File: src/pss_regs.svh
// Constants of the power state sequencer
`ifndef PSS_REGS_SVH
`define PSS_REGS_SVH
`define PSS_FILT_CYCLES 2'h3
`define PSS_FILT_W 2
`define PSS_WAKE_NS 10000
`define PSS_CLK_NS 100
`define PSS_WAKE_W 8
`endif

File: src/pss_pkg.sv
// Types of the power state sequencer
package pss_pkg;
  typedef enum logic [1:0] {
    PSS_SLEEP,
    PSS_IDLE,
    PSS_LIMP,
    PSS_ACTIVE
  } pss_state_t;

  typedef struct packed {
    logic main_supply_ok;
    logic enable_undervoltage_pin;
    logic internal_ldo_output;
    logic gate_driver_supply;
    logic digital_supply_ok;
    logic limp_home_input;
  } pss_mon_t;

  typedef struct packed {
    logic ldo_enable;
    logic switch_enable;
    logic spi_read_ok;
    logic spi_write_ok;
    logic reg_reset;
  } pss_ctl_t;
endpackage : pss_pkg

File: src/pss_sequencer.sv
// Power state sequencer for a dual-channel LED buck controller
// Function
// - Exactly four power states, exactly one held at any time.
// - Transitions use supply, pin, limp and standby inputs filtered three cycles.
// - Power-up starts only after main supply monitor reports valid.
// - First power-up enters sleep, outputs off, registers reset.
// - Sleep to active waits a parameterised wake-up interval before switching.
// - Idle keeps regulator on and suppresses all switching.
// - Idle with valid digital supply keeps registers and SPI working.
// - Digital undervoltage blocks gate drive, rejects SPI, resets registers.
// - Gate-driver or LDO undervoltage stops switching, keeps register contents.
// - Enable pin undervoltage stops LDO, switching, SPI, resets registers.
// - Entering limp home resets registers; SPI then allows reads only.
// - Active channel switches only when its PWM input or bit high.
// - Soft reset bit restores writable registers, keeps calibration result.
// - Any reset source sets the transmission error flag.
`include "pss_regs.svh"
module pss_sequencer
  import pss_pkg::*;
#(
  parameter int WAKE_CYCLES = `PSS_WAKE_NS / `PSS_CLK_NS
)(
  input  wire logic       clk,
  input  wire logic       rst_n,
  input  wire pss_mon_t   mon_raw,
  input  wire logic       standby_request_bit,
  input  wire logic       soft_reset_bit,
  input  wire logic       ter_clear,
  input  wire logic [1:0] channel_pwm_input,
  input  wire logic [1:0] channel_pwm_control_bit,
  output pss_state_t      state,
  output pss_ctl_t        ctl,
  output logic            cal_keep,
  output logic [1:0]      high_side_gate_drive,
  output logic            transmission_error_flag
);
  // ****************************************
  // Input synchronisers and filters
  // ****************************************
  localparam int NMON = $bits(pss_mon_t);
  logic [NMON-1:0] s1_r, s2_r;
  logic [NMON:0]   filt_in, filt_r, filt_nxt;
  logic [NMON:0][`PSS_FILT_W-1:0] cnt_r, cnt_nxt;
  logic [1:0] pwm1_r, pwm2_r;
  pss_mon_t mon;
  logic stby;

  // Standby bit is same-clock: filtered but not synchronised
  assign filt_in = {standby_request_bit, s2_r};

  always_comb
  begin
    for (int i = 0; i <= NMON; i++)
    begin
      filt_nxt[i] = filt_r[i];
      cnt_nxt[i] = '0;
      if (filt_in[i] != filt_r[i])
      begin
        cnt_nxt[i] = cnt_r[i] + 2'h1;
        if (cnt_r[i] == `PSS_FILT_CYCLES - 2'h1)
        begin
          filt_nxt[i] = filt_in[i];
          cnt_nxt[i] = '0;
        end
      end
    end
  end

  always_ff @(posedge clk)
  begin
    if (!rst_n)
    begin
      s1_r <= '0;
      s2_r <= '0;
      filt_r <= '0;
      cnt_r <= '0;
      pwm1_r <= '0;
      pwm2_r <= '0;
    end
    else
    begin
      s1_r <= mon_raw;
      s2_r <= s1_r;
      filt_r <= filt_nxt;
      cnt_r <= cnt_nxt;
      pwm1_r <= channel_pwm_input;
      pwm2_r <= pwm1_r;
    end
  end

  assign mon = pss_mon_t'(filt_r[NMON-1:0]);
  assign stby = filt_r[NMON];

  // ****************************************
  // Power state machine
  // ****************************************
  pss_state_t state_r, state_nxt;
  logic [`PSS_WAKE_W-1:0] wake_r, wake_nxt;
  logic regrst_nxt, ter_nxt, ter_r, regrst_r;
  logic hard_nxt, cal_nxt, cal_r;
  logic drv_ok;

  always_comb
  begin
    state_nxt = state_r;
    wake_nxt = wake_r;
    if (!mon.main_supply_ok || !mon.enable_undervoltage_pin)
    begin
      state_nxt = PSS_SLEEP;
      wake_nxt = '0;
    end
    else
    begin
      case (state_r)
        PSS_SLEEP:
        begin
          if (mon.limp_home_input)
            state_nxt = PSS_LIMP;
          else if (stby)
            state_nxt = PSS_IDLE;
          else if (wake_r == `PSS_WAKE_W'(WAKE_CYCLES))
            state_nxt = PSS_ACTIVE;
          else
            wake_nxt = wake_r + `PSS_WAKE_W'(1);
        end
        PSS_IDLE:
        begin
          if (mon.limp_home_input)
            state_nxt = PSS_LIMP;
          else if (!stby)
            state_nxt = PSS_ACTIVE;
        end
        PSS_LIMP:
        begin
          if (!mon.limp_home_input)
            state_nxt = stby ? PSS_IDLE : PSS_ACTIVE;
        end
        PSS_ACTIVE:
        begin
          if (mon.limp_home_input)
            state_nxt = PSS_LIMP;
          else if (stby)
            state_nxt = PSS_IDLE;
        end
        default: state_nxt = PSS_SLEEP;
      endcase
    end
    // Merged register default-load
    hard_nxt = state_nxt == PSS_SLEEP || !mon.digital_supply_ok
      || (state_nxt == PSS_LIMP && state_r != PSS_LIMP);
    regrst_nxt = hard_nxt || soft_reset_bit;
    // Calibration spared only when the load is soft reset alone
    cal_nxt = soft_reset_bit && !hard_nxt;
    ter_nxt = regrst_r | (ter_r & ~ter_clear);
  end

  always_ff @(posedge clk)
  begin
    if (!rst_n)
    begin
      state_r <= PSS_SLEEP;
      wake_r <= '0;
      regrst_r <= 1'b1;
      ter_r <= 1'b1;
      cal_r <= 1'b0;
    end
    else
    begin
      state_r <= state_nxt;
      wake_r <= wake_nxt;
      regrst_r <= regrst_nxt;
      ter_r <= ter_nxt;
      cal_r <= cal_nxt;
    end
  end

  // ****************************************
  // Outputs
  // ****************************************
  assign drv_ok = mon.gate_driver_supply && mon.internal_ldo_output
    && mon.digital_supply_ok;
  assign state = state_r;
  assign ctl.ldo_enable = state_r != PSS_SLEEP;
  assign ctl.switch_enable = drv_ok && (state_r == PSS_ACTIVE || state_r == PSS_LIMP);
  assign ctl.spi_read_ok = state_r != PSS_SLEEP && mon.digital_supply_ok;
  assign ctl.spi_write_ok = ctl.spi_read_ok && state_r != PSS_LIMP;
  assign ctl.reg_reset = regrst_r;
  assign cal_keep = cal_r;
  assign transmission_error_flag = ter_r;
  always_comb
  begin
    for (int c = 0; c < 2; c++)
      high_side_gate_drive[c] = state_r == PSS_ACTIVE && drv_ok
        && (pwm2_r[c] || channel_pwm_control_bit[c]);
  end
endmodule : pss_sequencer
File: config.mk
export PLATFORM = sky130hd
export DESIGN_NAME = pss_sequencer
export DESIGN_NICKNAME = d
export VERILOG_FILES = /design/src/pss_pkg.sv /design/src/pss_sequencer.sv
export VERILOG_INCLUDE_DIRS = /design/src
export SDC_FILE = /design/constraint.sdc
export NUM_CORES = 1
export LEC_CHECK = 0
export BUFFER_PORTS_ARGS = -buffer_cell sky130_fd_sc_hd__buf_4
export CAP_MARGIN = 20
export CORE_UTILIZATION = 50
export DETAILED_ROUTE_END_ITERATION = 7
export PLACE_DENSITY = 0.71
export REMOVE_ABC_BUFFERS = 1
export SETUP_SLACK_MARGIN = 0.15
export SLEW_MARGIN = 40
export SYNTH_ARGS = -nofsm -noshare
export SYNTH_HDL_FRONTEND = slang
export SYNTH_SLANG_ARGS = --single-unit
File: constraint.sdc
create_clock -name clk -period 3.66 [get_ports clk]
set_clock_uncertainty 0.15 [all_clocks]
set_input_delay 0.183 -clock clk [delete_from_list [all_inputs] [get_ports clk]]
set_output_delay 0.183 -clock clk [all_outputs]
set_load 0.1 [all_outputs]
==> results.txt <==
----------------------------------------------------
[STA]
  Final number of hold-violating endpoints ... 0
  Final critical-path share of the clock period ... between 50% and 60%
  Timing-limited maximum frequency ... a little over 0.5 GHz
  Smallest hold slack ... 0.0165 ns
  Setup violators final ... 0
  Slew at the pin closest to its max-slew limit ... roughly 0.67 ns
  Unrepaired setup endpoints after global routing ... no
  Max-slew violation count ... 0
  Min cycle time layout ... slightly below 2 ns
  Headroom to the max-slew limit ... a little under three fifths

[Critical path]
  Cells traversed along the worst timing path ... inv_1 -> ha_1 -> nand4_1 -> nor4_1 -> o31ai_1 -> or3_1
  Max incr delay on CP ... about 0.44 ns
  Worst path required time ... 3.70 ns
  Worst path arrival time ... 1.97 ns
  Top fanout value on the critical path ... 4
  Master of the slowest instance on the critical path ... sky130_fd_sc_hd__nor4_1
  Worst setup path category ... reg -> reg
  Critical path capture point type ... flip-flop
  Setup crit start kind ... flip-flop

[GRT]
  Initial antenna violation count ... 0
  Via count of the first global-routing pass ... around 1400
  GR Util All Layers ... approximately 18%
  Leftover overflow at the end of global routing ... 0
  First-pass GRT wire length ... 5.58 mm
  Pin count of the biggest net entering global routing ... 34

[Route]
  Post-route DRC violation count ... 0
  Number of optimization iterations in the first detailed-route pass ... 4
  Count of antenna-violating nets left after detailed routing ... 0
  Number of vias per cell after detailed routing ... 4.93
  Per-cell routed wire length ... approximately 12 um
  Number of DRC markers in iteration 0 ... slightly below 70
  Total wirelength of the detailed-routed design ... 3.13 mm
  Number of vias after detailed routing ... between 1000 and 1500

[Min path]
  Hold Crit Class ... in -> reg

[Cells and area]
  Area added between synthesis and finish ... 22.8%
  Nets ... about 250
  Fraction of layout instances using a drive strength above 1 ... ~15%
  Antenna Diode Count ... 0
  Fillers ... 291
  Area used by multi-input combinational logic ... around 800 um2
  Post-layout utilization of the core ... 66.3%
  FF/Latch Area ... 1000 um2

[Placement]
  Detail Placement HPWL ... between 2 and 2.5 mm
  Port-buffer cells ... 25
  Routability Congestion ... roughly 0.85

[Power]
  Lkg Pwr ... around 0.00094 uW
  Power per standard cell area ... about 430 nW/um2
  Final Total Pwr ... 980 uW
  Maximum vdd drop ... 0.347 mV

[Run status]
  Status ... finished clean

[CTS]
  Longest Clk Path Bufs ... 2
  Htree depth ... 2
  CTS tree ... yes
  Number of buffers created by CTS ... 5
  Sinks on Clock Net ... 50
  Register clock-pin slew on the reported worst setup and hold paths ... around 0.080 ns
  Post-CTS setup buffers ... 0
  Clk Latency, worst-skew pair ... about 0.30 ns
  Master cell of the clock root buffer ... sky130_fd_sc_hd__clkbuf_8

[Synth]
  Netlist cell types ... 31
  Sequential area share after synthesis ... a little over half
  Flops & latches, synth ... 50
  Proportion of netlist area held by the largest area contributor ... a little over half
  Ys async rst share ... 0%
  Avg Inst Size Synth ... approximately 10 um2
  Cells taking the most area after synthesis ... sky130_fd_sc_hd__dfxtp_1, sky130_fd_sc_hd__and2_1, sky130_fd_sc_hd__ha_1
  Dominant cell by count in the synthesized netlist ... sky130_fd_sc_hd__dfxtp_1
  Main flop type after synthesis ... sky130_fd_sc_hd__dfxtp_1
  Syn. warnings ... 0
  Library cell occupying the most area in the post-synthesis netlist ... sky130_fd_sc_hd__dfxtp_1
  Number of enable flip-flop cells after synthesis ... 0
  Post-synthesis cell area ... around 1900 um2
  Most numerous cell types in the synthesized netlist ... sky130_fd_sc_hd__dfxtp_1, sky130_fd_sc_hd__nor2_1, sky130_fd_sc_hd__and2_1
  Gate Count Post-Synth ... roughly 190

[Die]
  Area enclosed by the die boundary ... about 4000 um2
  Initial standard-cell utilization of the core ... between 50% and 60%
  Die height ... approximately 63 um
  Number of standard-cell rows in the floorplan ... 21
  Core Area ... roughly 3500 um2
  Number of primary I/O pins ... 26
  Horiz. Die Dim ... 63.2 um

[Job]
  Number of max-cap violations ... 0

----------------------------------------------------
[state kept, by name, summed over array words and instances, names as in the netlist]
name                     cells
transmission_error_flag      1
cal_keep                     1
cnt_r                       14
filt_r                       7
state                        2
regrst_r                     1
s2_r                         6
wake_r                       8
pwm2_r                       2
pwm1_r                       2
s1_r                         6
[cell usage in the layout (no fill, tap or decap), types with 3 or more instances in the layout]
| cell type | count |
|---|---|
| sky130_fd_sc_hd__ha_1 | 9 |
| sky130_fd_sc_hd__and2_1 | 18 |
| sky130_fd_sc_hd__nand4_1 | 3 |
| sky130_fd_sc_hd__nor4_1 | 3 |
| sky130_fd_sc_hd__nand2_1 | 7 |
| sky130_fd_sc_hd__nor2_1 | 25 |
| sky130_fd_sc_hd__dfxtp_1 | 50 |
| sky130_fd_sc_hd__xor2_1 | 9 |
| sky130_fd_sc_hd__clkbuf_8 | 5 |
| sky130_fd_sc_hd__buf_4 | 25 |
| sky130_fd_sc_hd__dlygate4sd3_1 | 9 |
| sky130_fd_sc_hd__nand3b_1 | 8 |
| sky130_fd_sc_hd__inv_1 | 12 |
| sky130_fd_sc_hd__nor2b_1 | 7 |
| sky130_fd_sc_hd__nand3_1 | 5 |
| sky130_fd_sc_hd__mux2i_1 | 7 |
| sky130_fd_sc_hd__xnor2_1 | 3 |
[final timing paths]
check | start | depth (start not counted) | slack [ns] | endpoint
min reg2reg | cnt_r[10]$_SDFF_PP0_ | 1 | 0.27 | cnt_r[10]$_SDFF_PP0_
max reg2reg | wake_r[0]$_SDFFE_PP0P_ | 6 | 1.72 | regrst_r$_SDFF_PN1_
max | wake_r[0]$_SDFFE_PP0P_ | 6 | 1.72 | regrst_r$_SDFF_PN1_
min | standby_request_bit | 3 | 0.02 | filt_r[6]$_SDFFE_PN0P_
[worst max-delay path: cells and delay by family (launching register included)]
family                     cells  cell delay (ns)
AOI/OAI and AO/OA              1             0.18
adders and majority gates      1             0.15
buffers and inverters          1             0.09
DFF                            1             0.33
and+or+nand+nor                3             0.92
[power breakdown]
| part | switching, uW | leakage [uW] | total, uW | internal (uW) |
|---|---|---|---|---|
| registers | 4.96 | 0.000407 | 560 | 555 |
| clock network | 173 | 0.0000514 | 376 | 204 |
| logic | 15.9 | 0.000485 | 42.8 | 26.9 |
[metrics by stage]
step	instances	TNS (ns)	setup WS, ns	cell area (um2)
floorplan	184	-0.170	-0.0848	1860
global placement	255	0	1.78	2100
detailed placement	255	0	1.73	2100
CTS	272	0	1.71	2300
global route	272	0	1.53	2300
finish	272	0	1.72	2300
[area by class of cell]
class                   instances  area share (%)
inverters                      12            1.96
clock inverters                 2            1.63
multi-input cells             122            35.2
well taps                      46            2.50
repair buffers                 34            12.1
flip-flops and latches         50            43.5
clock buffers                   6            3.15
[cells by family after synthesis]
group	after synthesis	share of synthesized area (%)
and+or+nand+nor	87	25.4
DFF	50	53.4
buffers and inverters	16	3.40
xor gates and xnor gates	12	5.61
adders and majority gates	9	6.01
AOI/OAI and AO/OA	7	2.47
muxes	7	3.74
[routing by layer]
layer  part of all wire, %  global-route usage (%)  up-vias
li1                      -                       -      693
met1                    41                    17.9      617
met2                    53                    34.5       25
met3                   4.0                    5.43        5
met4                   1.5                    6.82        0
met5                     0                       0        -
[repair_timing]
action,4_1_cts,5_1_grt
hold endpoints to repair,10,0
gates resized for setup,0,0
hold buffers,9,0
Note: power is estimated with default switching activity, not from simulation.
